--- src/include/pecfg_pkg.sv ---
/*
  shared constants and types of the event interrupt and configuration block.
  assumes a 32-bit ahb-lite bus and a single core clock.
*/
// How it works
// - interrupt pin only for events enabled in mask and master control
// - status bit sets on every event, enabled or not
// - latched status bit holds until status read, read clears it
// - mask holds sixteen read-write enables, reset zero, same bit positions
// - latched clear-on-read bits: 15-10, 8-4, 1 and 0
// - bits 9, 3, 2 read-only; bit 1 latches high
// - config bit 13 picks pin polarity, 1 is active low, reset 1
// - writing 1 to config bit 12 gives one reset pulse, bit self-clears
// - bits 11-10 pick failed attempts before downshift: 1,2,4,8; reset 2
// - bit 9 enables downshift, reset 0
// - bit 8 enables energy-based downshift on pairs c and d, reset 1
// - bit 6 allows further downshift to ten megabit, reset 1
// - bit 7 enables serial mac auto-negotiation, reset 1
// - bit 14 suppresses serial mac transmit error indication, reset 0
// - bit 15 enables powered-device probe, hardware may update it
// - bits 5-4 pick transmit clock: 2.5 MHz, 25 MHz, else off
// - bit 3 enables collision output in full duplex, reset 0
// - bit 2 allows automatic old scrambler selection, reset 1
// - bits 1 and 0 enable semi-cross as master and slave, reset 1
package pecfg_pkg;
  localparam int REG_W = 16;
  // register indices; byte address is four times the index
  localparam logic [7:0] IDX_MASK = 8'h12;
  localparam logic [7:0] IDX_STATUS = 8'h13;
  localparam logic [7:0] IDX_CFG = 8'h14;
  localparam logic [7:0] IDX_MASTER = 8'h20;
  // reset values
  localparam logic [15:0] MASK_RST = 16'h0000;
  localparam logic [15:0] STATUS_RST = 16'h0000;
  localparam logic [15:0] CFG_RST = 16'h29C7;
  localparam logic [15:0] MASTER_RST = 16'h0000;
  // status bit classes
  localparam logic [15:0] LATCH_BITS = 16'hFDF3;
  localparam logic [15:0] LIVE_BITS = 16'h020C;
  // field positions
  localparam int MASTER_EN_POS = 0;
  localparam int CFG_SRST_POS = 12;
  localparam int CFG_PD_POS = 15;
  // transmit clock choices
  localparam logic [1:0] TXCLK_SLOW = 2'h0;
  localparam logic [1:0] TXCLK_FAST = 2'h1;

  // general configuration, msb first
  typedef struct packed {
    logic poweredDeviceProbeEnable;
    logic serialMacTxErrorOff;
    logic intActiveLow;
    logic serialMacSoftReset;
    logic [1:0] downshiftTryCount;
    logic downshiftEnable;
    logic downshiftEnergyMode;
    logic serialMacNegotiationOn;
    logic downshiftToTenEnable;
    logic [1:0] txClockSelect;
    logic fullDuplexCollisionOut;
    logic oldScramblerAutoSelect;
    logic masterSemiCross;
    logic slaveSemiCross;
  } pecfg_cfg_t;

  // one register access from the bus slave
  typedef struct packed {
    logic wr;
    logic rd;
    logic [7:0] idx;
    logic [15:0] wdata;
  } pecfg_req_t;
endpackage : pecfg_pkg

--- src/rtl/pecfg_ahb_slave.sv ---
/*
  ahb-lite slave front end: writes zero wait, reads one wait state.
  assumes it is the only slave, so hready is its own hreadyout.
*/
`timescale 1ns/1ps
module pecfg_ahb_slave import pecfg_pkg::*; (
  // clock and reset
  input wire logic clk,
  input wire logic rst_n,
  // ahb-lite
  input wire logic hsel,
  input wire logic [31:0] haddr,
  input wire logic [1:0] htrans,
  input wire logic hwrite,
  input wire logic [31:0] hwdata,
  input wire logic hready,
  output logic hreadyout,
  output logic [31:0] hrdata,
  output logic hresp,
  // register side
  output pecfg_req_t req,
  input wire logic [15:0] rdData
);
  logic phWr_r;
  logic phRd_r;
  logic [7:0] phIdx_r;
  logic readyOut_r;
  logic [31:0] rdata_r;
  wire accept = hsel & htrans[1] & hready;
  wire rdStrobe = phRd_r & ~readyOut_r;

  // access strobes toward the register file
  assign req.wr = phWr_r & hready;
  assign req.rd = rdStrobe;
  assign req.idx = phIdx_r;
  assign req.wdata = hwdata[15:0];

  // address phase capture and read wait state
  always_ff @(posedge clk) begin
    if (!rst_n) begin
      phWr_r <= 1'b0;
      phRd_r <= 1'b0;
      phIdx_r <= 8'h00;
      readyOut_r <= 1'b1;
      rdata_r <= 32'h00000000;
    end else begin
      if (hready) begin
        phWr_r <= accept & hwrite;
        phRd_r <= accept & ~hwrite;
        phIdx_r <= haddr[9:2];
        readyOut_r <= ~(accept & ~hwrite);
      end
      if (rdStrobe) begin
        rdata_r <= {16'h0000, rdData};
        readyOut_r <= 1'b1;
      end
    end
  end

  assign hreadyout = readyOut_r;
  assign hrdata = rdata_r;
  assign hresp = 1'b0; // always okay
endmodule : pecfg_ahb_slave

--- src/rtl/pecfg_top.sv ---
/*
  event interrupt mask, latched event status and general configuration.
  assumes event sources run on clk and drive eventIn without crossing.
*/
`timescale 1ns/1ps
module pecfg_top import pecfg_pkg::*; (
  // clock and reset
  input wire logic clk,
  input wire logic rst_n,
  // ahb-lite
  input wire logic hsel,
  input wire logic [31:0] haddr,
  input wire logic [1:0] htrans,
  input wire logic hwrite,
  input wire logic [2:0] hsize,
  input wire logic [31:0] hwdata,
  input wire logic hready,
  output logic hreadyout,
  output logic [31:0] hrdata,
  output logic hresp,
  // event sources
  input wire logic [15:0] eventIn,
  input wire logic pdProbeDone,
  // interrupt pin and configuration outputs
  output logic intPin,
  output pecfg_cfg_t cfgOut,
  output logic serialMacReset,
  output logic [3:0] downshiftTries,
  output logic txClockOn
);
  pecfg_req_t req;
  logic [15:0] rdData;
  logic [15:0] mask_r;
  logic [15:0] mask_nxt;
  logic [15:0] status_r;
  logic [15:0] status_nxt;
  logic [15:0] master_r;
  logic [15:0] master_nxt;
  pecfg_cfg_t cfg_r;
  pecfg_cfg_t cfg_nxt;
  pecfg_cfg_t cfgWr;
  logic intPin_r;
  logic srst_r;
  logic [3:0] tries_r;
  logic txOn_r;
  logic unusedSize;

  // bus front end
  pecfg_ahb_slave u_slave (
    .clk(clk),
    .rst_n(rst_n),
    .hsel(hsel),
    .haddr(haddr),
    .htrans(htrans),
    .hwrite(hwrite),
    .hwdata(hwdata),
    .hready(hready),
    .hreadyout(hreadyout),
    .hrdata(hrdata),
    .hresp(hresp),
    .req(req),
    .rdData(rdData)
  );

  // only whole-word transfers are used
  assign unusedSize = ^hsize;

  // register decode
  wire wrMask = req.wr & (req.idx == IDX_MASK);
  wire wrCfg = req.wr & (req.idx == IDX_CFG);
  wire wrMaster = req.wr & (req.idx == IDX_MASTER);
  wire rdStatus = req.rd & (req.idx == IDX_STATUS);

  // read data selection, unmapped reads as zero
  assign rdData = (req.idx == IDX_MASK) ? mask_r :
                  (req.idx == IDX_STATUS) ? status_r :
                  (req.idx == IDX_CFG) ? cfg_r :
                  (req.idx == IDX_MASTER) ? master_r :
                  16'h0000;

  // mask: plain read-write enables
  assign mask_nxt = wrMask ? req.wdata : mask_r;

  // master control: bit 0 gates all interrupts
  assign master_nxt = wrMaster ? {15'h0000, req.wdata[MASTER_EN_POS]} : master_r;

  // per-bit status update
  for (genvar b = 0; b < REG_W; b++) begin : g_stat
    if (LIVE_BITS[b]) begin : g_live
      // read-only level, not cleared by reading
      assign status_nxt[b] = eventIn[b];
    end else begin : g_latch
      // set wins over the read clear
      assign status_nxt[b] = eventIn[b] | (status_r[b] & ~rdStatus);
    end
  end

  // configuration write value, soft reset bit never stored
  always_comb begin
    cfgWr = pecfg_cfg_t'(req.wdata);
    cfgWr.serialMacSoftReset = 1'b0;
  end

  // configuration next value
  always_comb begin
    cfg_nxt = wrCfg ? cfgWr : cfg_r;
    // hardware ends the probe unless software sets it now
    if (pdProbeDone && !(wrCfg && req.wdata[CFG_PD_POS])) begin
      cfg_nxt.poweredDeviceProbeEnable = 1'b0;
    end
  end

  // gated interrupt request
  wire intRaw = master_r[MASTER_EN_POS] & (|(status_r & mask_r));

  // register file
  always_ff @(posedge clk) begin
    if (!rst_n) begin
      mask_r <= MASK_RST;
      status_r <= STATUS_RST;
      master_r <= MASTER_RST;
      cfg_r <= CFG_RST;
    end else begin
      mask_r <= mask_nxt;
      status_r <= status_nxt;
      master_r <= master_nxt;
      cfg_r <= cfg_nxt;
    end
  end

  // pin polarity and soft reset pulse
  always_ff @(posedge clk) begin
    if (!rst_n) begin
      intPin_r <= 1'b1;
      srst_r <= 1'b0;
    end else begin
      intPin_r <= intRaw ^ cfg_r.intActiveLow;
      srst_r <= wrCfg & req.wdata[CFG_SRST_POS];
    end
  end

  // decoded downshift attempts and clock enable
  always_ff @(posedge clk) begin
    if (!rst_n) begin
      tries_r <= 4'h4;
      txOn_r <= 1'b1;
    end else begin
      tries_r <= 4'h1 << cfg_r.downshiftTryCount;
      txOn_r <= (cfg_r.txClockSelect == TXCLK_SLOW) | (cfg_r.txClockSelect == TXCLK_FAST);
    end
  end

  assign intPin = intPin_r;
  assign cfgOut = cfg_r;
  assign serialMacReset = srst_r;
  assign downshiftTries = tries_r;
  assign txClockOn = txOn_r;

  // pin stays inactive while nothing enabled is pending
  property p_pin_idle;
    @(posedge clk) disable iff (!rst_n)
      (!master_r[MASTER_EN_POS] || ((status_r & mask_r) == 16'h0000))
        |=> (intPin_r == $past(cfg_r.intActiveLow));
  endproperty
  a_pin_idle: assert property (p_pin_idle) else $error("pin active without enabled event");

  // pin asserts at selected level when an enabled event is pending
  property p_pin_active;
    @(posedge clk) disable iff (!rst_n)
      (master_r[MASTER_EN_POS] && ((status_r & mask_r) != 16'h0000))
        |=> (intPin_r == !$past(cfg_r.intActiveLow));
  endproperty
  a_pin_active: assert property (p_pin_active) else $error("pin not active for enabled event");

  // latched event always recorded, even during a read
  property p_event_kept;
    @(posedge clk) disable iff (!rst_n)
      ((eventIn & LATCH_BITS) != 16'h0000)
        |=> ((status_r & $past(eventIn & LATCH_BITS)) == $past(eventIn & LATCH_BITS));
  endproperty
  a_event_kept: assert property (p_event_kept) else $error("event lost");

  // latched bits hold while not read
  property p_hold;
    @(posedge clk) disable iff (!rst_n)
      !rdStatus |=> ((status_r & $past(status_r & LATCH_BITS)) == $past(status_r & LATCH_BITS));
  endproperty
  a_hold: assert property (p_hold) else $error("latched status dropped without read");

  // a read with no new event clears latched bits
  property p_read_clear;
    @(posedge clk) disable iff (!rst_n)
      (rdStatus && ((eventIn & LATCH_BITS) == 16'h0000)) |=> ((status_r & LATCH_BITS) == 16'h0000);
  endproperty
  a_read_clear: assert property (p_read_clear) else $error("status not cleared by read");

  // read-only bits follow their source
  property p_live;
    @(posedge clk) disable iff (!rst_n)
      1'b1 |=> ((status_r & LIVE_BITS) == ($past(eventIn) & LIVE_BITS));
  endproperty
  a_live: assert property (p_live) else $error("read-only status mismatch");

  // mask takes written value
  property p_mask_write;
    @(posedge clk) disable iff (!rst_n)
      wrMask |=> (mask_r == $past(req.wdata));
  endproperty
  a_mask_write: assert property (p_mask_write) else $error("mask write lost");

  // soft reset is a single pulse and the bit reads zero
  property p_srst_pulse;
    @(posedge clk) disable iff (!rst_n)
      (wrCfg && req.wdata[CFG_SRST_POS]) |=> (srst_r && !cfg_r.serialMacSoftReset) ##1 !srst_r;
  endproperty
  a_srst_pulse: assert property (p_srst_pulse) else $error("soft reset pulse wrong");

  // attempt count decode
  property p_tries;
    @(posedge clk) disable iff (!rst_n)
      $stable(cfg_r.downshiftTryCount) |=> (tries_r == (4'h1 << $past(cfg_r.downshiftTryCount)));
  endproperty
  a_tries: assert property (p_tries) else $error("downshift attempt decode wrong");

  // configuration field stored from write
  property p_cfg_write;
    @(posedge clk) disable iff (!rst_n)
      (wrCfg && !pdProbeDone) |=> (cfg_r[12:0] == {1'b0, $past(req.wdata[11:0])}
        && cfg_r[15:13] == $past(req.wdata[15:13]));
  endproperty
  a_cfg_write: assert property (p_cfg_write) else $error("config write wrong");

  // probe enable cleared by hardware
  property p_pd_clear;
    @(posedge clk) disable iff (!rst_n)
      (pdProbeDone && !wrCfg) |=> !cfg_r.poweredDeviceProbeEnable;
  endproperty
  a_pd_clear: assert property (p_pd_clear) else $error("probe enable not cleared");

  // soft reset pulse only after a write that sets the bit
  property p_srst_only;
    @(posedge clk) disable iff (!rst_n)
      !(wrCfg && req.wdata[CFG_SRST_POS]) |=> !srst_r;
  endproperty
  a_srst_only: assert property (p_srst_only) else $error("soft reset pulse without write");

  // soft reset bit is never stored
  property p_srst_bit_zero;
    @(posedge clk) disable iff (!rst_n)
      1'b1 |-> !cfg_r.serialMacSoftReset;
  endproperty
  a_srst_bit_zero: assert property (p_srst_bit_zero) else $error("soft reset bit stored");

  // transmit clock off for selections two and three
  property p_txclk;
    @(posedge clk) disable iff (!rst_n)
      1'b1 |=> (txOn_r == !$past(cfg_r.txClockSelect[1]));
  endproperty
  a_txclk: assert property (p_txclk) else $error("transmit clock enable wrong");

  // attempt count is always a single power of two
  property p_tries_onehot;
    @(posedge clk) disable iff (!rst_n)
      1'b1 |-> $onehot(tries_r);
  endproperty
  a_tries_onehot: assert property (p_tries_onehot) else $error("attempt count not one-hot");

  // software set of the probe enable wins over the hardware clear
  property p_pd_sw_wins;
    @(posedge clk) disable iff (!rst_n)
      (wrCfg && req.wdata[CFG_PD_POS]) |=> cfg_r.poweredDeviceProbeEnable;
  endproperty
  a_pd_sw_wins: assert property (p_pd_sw_wins) else $error("probe enable write lost");

  // configuration holds without write or probe clear
  property p_cfg_hold;
    @(posedge clk) disable iff (!rst_n)
      (!wrCfg && !pdProbeDone) |=> (cfg_r == $past(cfg_r));
  endproperty
  a_cfg_hold: assert property (p_cfg_hold) else $error("config changed without write");

  // mask holds without write
  property p_mask_hold;
    @(posedge clk) disable iff (!rst_n)
      !wrMask |=> (mask_r == $past(mask_r));
  endproperty
  a_mask_hold: assert property (p_mask_hold) else $error("mask changed without write");

  // latched bit rises only after its event
  property p_no_spurious;
    @(posedge clk) disable iff (!rst_n)
      1'b1 |=> ((status_r & LATCH_BITS & ~$past(status_r | eventIn)) == 16'h0000);
  endproperty
  a_no_spurious: assert property (p_no_spurious) else $error("latched status rose without event");

  // master enable follows its write
  property p_master_write;
    @(posedge clk) disable iff (!rst_n)
      wrMaster |=> (master_r[MASTER_EN_POS] == $past(req.wdata[MASTER_EN_POS]));
  endproperty
  a_master_write: assert property (p_master_write) else $error("master enable write lost");

  // master control holds without write
  property p_master_hold;
    @(posedge clk) disable iff (!rst_n)
      !wrMaster |=> (master_r == $past(master_r));
  endproperty
  a_master_hold: assert property (p_master_hold) else $error("master control changed without write");

  // pin idle while every enable is clear
  property p_mask_zero_idle;
    @(posedge clk) disable iff (!rst_n)
      (mask_r == 16'h0000) |=> (intPin_r == $past(cfg_r.intActiveLow));
  endproperty
  a_mask_zero_idle: assert property (p_mask_zero_idle) else $error("pin active with empty mask");

  // active-high pin rests low while interrupts are off
  property p_pol_high;
    @(posedge clk) disable iff (!rst_n)
      (!cfg_r.intActiveLow && !master_r[MASTER_EN_POS]) |=> !intPin_r;
  endproperty
  a_pol_high: assert property (p_pol_high) else $error("active-high pin not resting low");

  // active-low pin rests high while interrupts are off
  property p_pol_low;
    @(posedge clk) disable iff (!rst_n)
      (cfg_r.intActiveLow && !master_r[MASTER_EN_POS]) |=> intPin_r;
  endproperty
  a_pol_low: assert property (p_pol_low) else $error("active-low pin not resting high");

  // status read returns the latched value, upper half zero
  property p_rd_status;
    @(posedge clk) disable iff (!rst_n)
      rdStatus |=> (hrdata == {16'h0000, $past(status_r)});
  endproperty
  a_rd_status: assert property (p_rd_status) else $error("status read data wrong");

  // mask read returns the stored enables
  property p_rd_mask;
    @(posedge clk) disable iff (!rst_n)
      (req.rd && (req.idx == IDX_MASK)) |=> (hrdata == {16'h0000, $past(mask_r)});
  endproperty
  a_rd_mask: assert property (p_rd_mask) else $error("mask read data wrong");

  // configuration read returns the stored fields
  property p_rd_cfg;
    @(posedge clk) disable iff (!rst_n)
      (req.rd && (req.idx == IDX_CFG)) |=> (hrdata == {16'h0000, $past(cfg_r)});
  endproperty
  a_rd_cfg: assert property (p_rd_cfg) else $error("config read data wrong");
endmodule : pecfg_top

--- config.mk ---
export PLATFORM = sky130hd
export DESIGN_NAME = pecfg_top
export DESIGN_NICKNAME = d
export VERILOG_FILES = /design/src/include/pecfg_pkg.sv /design/src/rtl/pecfg_ahb_slave.sv /design/src/rtl/pecfg_top.sv
export SDC_FILE = /design/constraint.sdc
export NUM_CORES = 1
export LEC_CHECK = 0
export ABC_AREA = 1
export CORE_UTILIZATION = 29
export CTS_BUF_LIST = sky130_fd_sc_hd__clkbuf_16
export CTS_CLUSTER_DIAMETER = 30
export CTS_CLUSTER_SIZE = 24
export DETAILED_ROUTE_END_ITERATION = 10
export DONT_BUFFER_PORTS = 1
export GPL_TIMING_DRIVEN = 0
export HOLD_SLACK_MARGIN = 0.15
export RECOVER_POWER = 100
export SKIP_CTS_REPAIR_TIMING = 1
export SLEW_MARGIN = 20
export SYNTH_ARGS = -nofsm -noshare
export SYNTH_HDL_FRONTEND = slang
export SYNTH_SLANG_ARGS = --single-unit
--- constraint.sdc ---
create_clock -name clk -period 1.95 [get_ports clk]
set_clock_uncertainty 0.1 [all_clocks]
set_input_delay 0.0975 -clock clk [delete_from_list [all_inputs] [get_ports clk]]
set_output_delay 0.0975 -clock clk [all_outputs]
set_load 0.01 [all_outputs]
# Word level (Yosys, flattened, before mapping)

Index checks and enable logic that the tools add are counted.

Register bits: 82
Bits of input ports: 91
Output and inout port bits: 57
Logic and storage cells: 88

Equality and inequality tests: 5
Shift-type cells: 1
Muxes and demuxes: 4
Bitwise gates (word level): 46
Reductions and logical operators: 7

Operators by type and width:

| cell                  | count |
|---|---|
| $mux W16              | 3 |
| $and A1 B1 Y1         | 25 |
| $eq A8 B5 Y1 const B  | 3 |
| $and A16 B16 Y16      | 1 |
| $reduce_or A16 Y1     | 1 |
| $or A1 B1 Y1          | 14 |
| $eq A8 B6 Y1 const B  | 1 |
| $not A1 Y1            | 5 |
| $reduce_or A2 Y1      | 2 |
| $shl A1 B2 Y4 const A | 1 |
| $eq A2 B1 Y1 const B  | 1 |
| $logic_and A1 B1 Y1   | 2 |
| $logic_not A2 Y1      | 1 |
| $logic_not A1 Y1      | 1 |
| $mux W1               | 1 |
| $xor A1 B1 Y1         | 1 |

# Longest topological paths before layout

Depth in word-level cells: 6
Depth in mapped cells: 10
Mapped depth without buffers: 8

# Modules after synthesis

Synthesis repeated with hierarchy kept, for this count alone.

Cell total of the unflattened synthesis: 500
Area, all modules: 3679.8 µm²

By module, submodules not included:

| module          | instances | cells an instance | area an instance (µm²) | sequential area each (µm²) |
|---|---|---|---|---|
| pecfg_top       | 1         | 342               | 2441.1                 | 1101.1 |
| pecfg_ahb_slave | 1         | 158               | 1238.7                 | 540.5 |

# Worst setup path before layout

No wires, ideal clock.

Path type: register to register
From: reg u_slave.phIdx_r[5]
To: reg status_r[10]
Arrival: 1217 ps
Setup slack: 505 ps
Cell stages (with the launch flop): 9
Path buffers: 2
Path through: dfxtp_1 inv_1 nand2_1 nor2_2 buf_4 nand4_1 buf_2 a21oi_1 nor2_1

Word-level cells in the longest chain between the ends: 5

Ends and longest elaborated chain:

| what                   | RTL line              | source |
|---|---|---|
| from (decl)            | pecfg_ahb_slave.sv:26 | `logic [7:0] phIdx_r;` |
| from (signal assigned) | pecfg_ahb_slave.sv:50 | `phIdx_r <= haddr[9:2];` |
| $eq A8 B5 Y1           | pecfg_top.sv:72       | `wire rdStatus = req.rd & (req.idx == IDX_STATUS);` |
| $and A1 B1 Y1          | pecfg_top.sv:72       |  |
| $not A1 Y1             | pecfg_top.sv:94       | `assign status_nxt[b] = eventIn[b] \| (status_r[b] & ~rdStatus);` |
| $and A1 B1 Y1          | pecfg_top.sv:94       |  |
| $or A1 B1 Y1           | pecfg_top.sv:94       |  |
| to (signal assigned)   | pecfg_top.sv:125      | `status_r <= status_nxt;` |
| to (decl)              | pecfg_top.sv:35       | `logic [15:0] status_r;` |

Every way passes these cells.
A chain may end at the register's enable or synchronous reset.

==> run_results.csv <==
group,metric,value,unit
worst_setup_path,worst_r2r_path_depth,8,
worst_setup_path,crit_path_start_kind,"primary input",
timing,fmax,0.546,GHz
synth,synthFlopType,"dfxtp_1",
worst_setup_path,crit_family,"buffers and inverters",
timing,period_needed,1.83,ns
timing,maxSlewHeadroom,0.588,
synth,synth_top_area_share,0.459,
die,die_x,113,um
die,die_y,113,um
timing,setup_viol,0,
synth,netlist_top_cells_area,"dfxtp_1, nand2_1, nand3_1",
synth,async_flop_share,0,
worst_setup_path,crit_buf_inv,3,
synth,synth_seq_area_share,0.459,
timing,fin_tns_setup,0,ns
synth,synth_area,0.00357,mm^2
routing,drt_iter0_drc,218,
placed_design,place_ws,-0.146,ns
worst_setup_path,r2r_start,"u_slave.phIdx_r[3]$_SDFFE_PN0P_",
global_route,grt_pass1_wl,17300,um
synth,synth_edf_count,0,
min_path,hold_path.class,"primary input to flop",
synth,synth_area_per_cell,7.09,um^2
worst_setup_path,cpPeakStageDelay,0.61,ns
cts,clock_path_buffers,2,
routing,drt-vias-per-instance,4.81,
cts,htreeDepth,3,
worst_setup_path,cp_max_fo,10,
timing,worst_slew_pin_slew,0.619,ns
die,design.core.area,0.0120,mm^2
synth,synth_cell_type_count,21,
cts,clkTransAtPathRegs,0.06,ns
synth,yosys_register_bits,82,
worst_setup_path,cp.arrival,2.02,ns
worst_setup_path,crit_path_end,"u_slave.hrdata[1]$_SDFFE_PN0N_",
routing,ant_nets,0,
die,ioPinCount,148,
placed_design,hpwl,8270,um
cts,cts.sinks,82,
cts,cts-root-buf,"clkbuf_16",
worst_setup_path,reg2reg_to,"u_slave.hrdata[7]$_SDFFE_PN0N_",
routing,vias,3532,
worst_setup_path,worstSetupPathType,"primary input to flop",
timing,maxSlewViolCount,0,
worst_setup_path,crit_chain,"dlygate4sd3_1, inv_2, nor3_2, clkbuf_1, nand3_1, nand2_1",
worst_setup_path,end_kind,"flop",
routing,drt-total-wl,11600,um
power_and_ir_drop,cellLeakagePower,2.14,nW
cts,cts_tree,"done",
routing,wire_per_inst,15.7,um
worst_setup_path,rrSetupSlack,0.15,ns
worst_setup_path,cp-startpoint,"rst_n",
finish,drive_gt1_frac,0.0956,
timing,finalCritPeriodShare,0.939,
synth,yosysTopAreaCell,"dfxtp_1",
power_and_ir_drop,vdd_drop_max,309,uV
synth,yosysWarnings,0,
finish,fin_util,0.386,
die,rows,40,
placed_design,portBuffers,0,
die,die-area,0.0128,mm^2
global_route,grt_pass1_vias,3190,
global_route,grt_max_degree,14,
routing,drcViolationCount,0,
worst_setup_path,crit_cells,6,
worst_setup_path,cp.required,2.14,ns
global_route,antenna_found_initial,1,
power_and_ir_drop,pwr_density_cell,855,mW/mm^2
cts,worstSkewPairLatency,0.34,ns
global_route,grtUsageTotal,0.180,
die,start_util,0.298,
flow_run,drv_cap,0,
routing,firstDrtPassIters,5,
timing,setup_slack,0.118,ns
global_route,grt_overflow,0,
cts,cts-buffers-inserted,9,
run_status,status,"finished clean",
timing,rsz0062_at_grt,"false",
worst_setup_path,critPathSlowestCell,"dlygate4sd3_1",
finish,nNetsFinal,672,
placed_design,gp_congestion,0.883,
finish,area_growth,29.9,%
synth,syn_inst,504,
timing,hold_violations,0,
## layer usage
metal	track usage	up-vias	wire, um
li1	-	1738	-
met1	0.208	1621	4920
met2	0.297	150	5460
met3	0.0616	23	888
met4	0.0886	0	282
met5	0	-	0
## final cells by class
cell class | count | area (um^2)
Antenna cell | 1 | 2.50
Buffer | 42 | 254
Clock buffer | 9 | 225
Clock inverter | 7 | 108
Fill cell | 1270 | 7370
Inverter | 42 | 158
Multi-Input combinational cell | 355 | 1580
Sequential cell | 82 | 1640
Tap cell | 147 | 184
Timing Repair Buffer | 49 | 490
## worst min-delay path by stage
stage,endpoint,from,depth (start not counted)
global placement,status_r[9]$_SDFF_PN0_,eventIn[9],2
detailed placement,status_r[9]$_SDFF_PN0_,eventIn[9],2
global route,mask_r[3]$_SDFFE_PN0P_,rst_n,3
finish,mask_r[15]$_SDFFE_PN0P_,rst_n,3
floorplan,status_r[2]$_SDFF_PN0_,eventIn[2],2
CTS,status_r[9]$_SDFF_PN0_,eventIn[9],2
## power by group
part | leakage [nW] | total [W] | internal [W] | switching, W
clock network | 0.164 | 0.00191 | 0.00124 | 0.000677
logic | 1.31 | 0.000311 | 0.000132 | 0.000178
registers | 0.668 | 0.00174 | 0.00171 | 0.0000327
total | 2.14 | 0.00397 | 0.00308 | 0.000889
## stage by stage
step	area (um^2)	power, W	hold WS [ns]	cells
floorplan	3640	0.00193	0.0951	521
global placement	3820	0.00199	0.105	668
detailed placement	3820	0.00200	0.101	668
CTS	4160	0.00390	-0.257	684
global route	4640	0.00409	0.161	734
finish	4640	0.00397	0.141	734
## synthesized netlist by cell type, types with 2 or more instances
cell type / n
a21oi_1: 30
buf_1: 2
buf_2: 8
buf_4: 20
buf_6: 2
clkbuf_1: 10
dfxtp_1: 82
inv_1: 38
inv_2: 4
nand2_1: 148
nand3_1: 56
nand3_2: 2
nand4_1: 6
nor2_1: 58
nor2_2: 2
nor3_4: 2
o211ai_1: 15
o21ai_0: 16
## placed cells by master, fill, tap and decap left out
master	instances
conb_1	18
clkbuf_1	9
nor2_2	3
dfxtp_1	82
buf_4	20
nor3_4	2
nand3_1	57
inv_2	3
buf_6	1
o211ai_1	15
a21oi_1	30
nand4_1	6
buf_2	7
buf_1	1
bufinv_16	3
nor3_1	1
nor3_2	1
dlygate4sd3_1	49
o21ai_0	16
clkbuf_2	4
clkbuf_16	9
clkinv_2	2
nand2_1	148
diode_2	1
inv_1	39
nand3_2	1
clkinv_1	2
nor2_1	57
## state kept, by name, indices dropped and copies added (netlist names)
name and count:
mask_r 16, status_r 16, u_slave.hrdata 16, cfgOut 15, u_slave.phIdx_r 8, downshiftTries 4, intPin 1, master_r 1
serialMacReset 1, txClockOn 1, u_slave.hreadyout 1, u_slave.phRd_r 1, u_slave.phWr_r 1
## worst min-delay path, cell delays in order
cell	delay, ns
clkbuf_1	0.26
nand2_1	0.15
nor2_1	0.03
## kinds of logic (layout without fill, tap and decap cells)
logic type             Yosys count  in the layout  synth area share
AO/OA/AOI/OAI                   61             61            0.0959
AND/OR/NAND/NOR                276            276             0.328
flip-flops                      82             82             0.459
other                            1             19           0.00105
buffers and inverters           84            149             0.116
No activity file was read; power rests on OpenSTA's default activity.
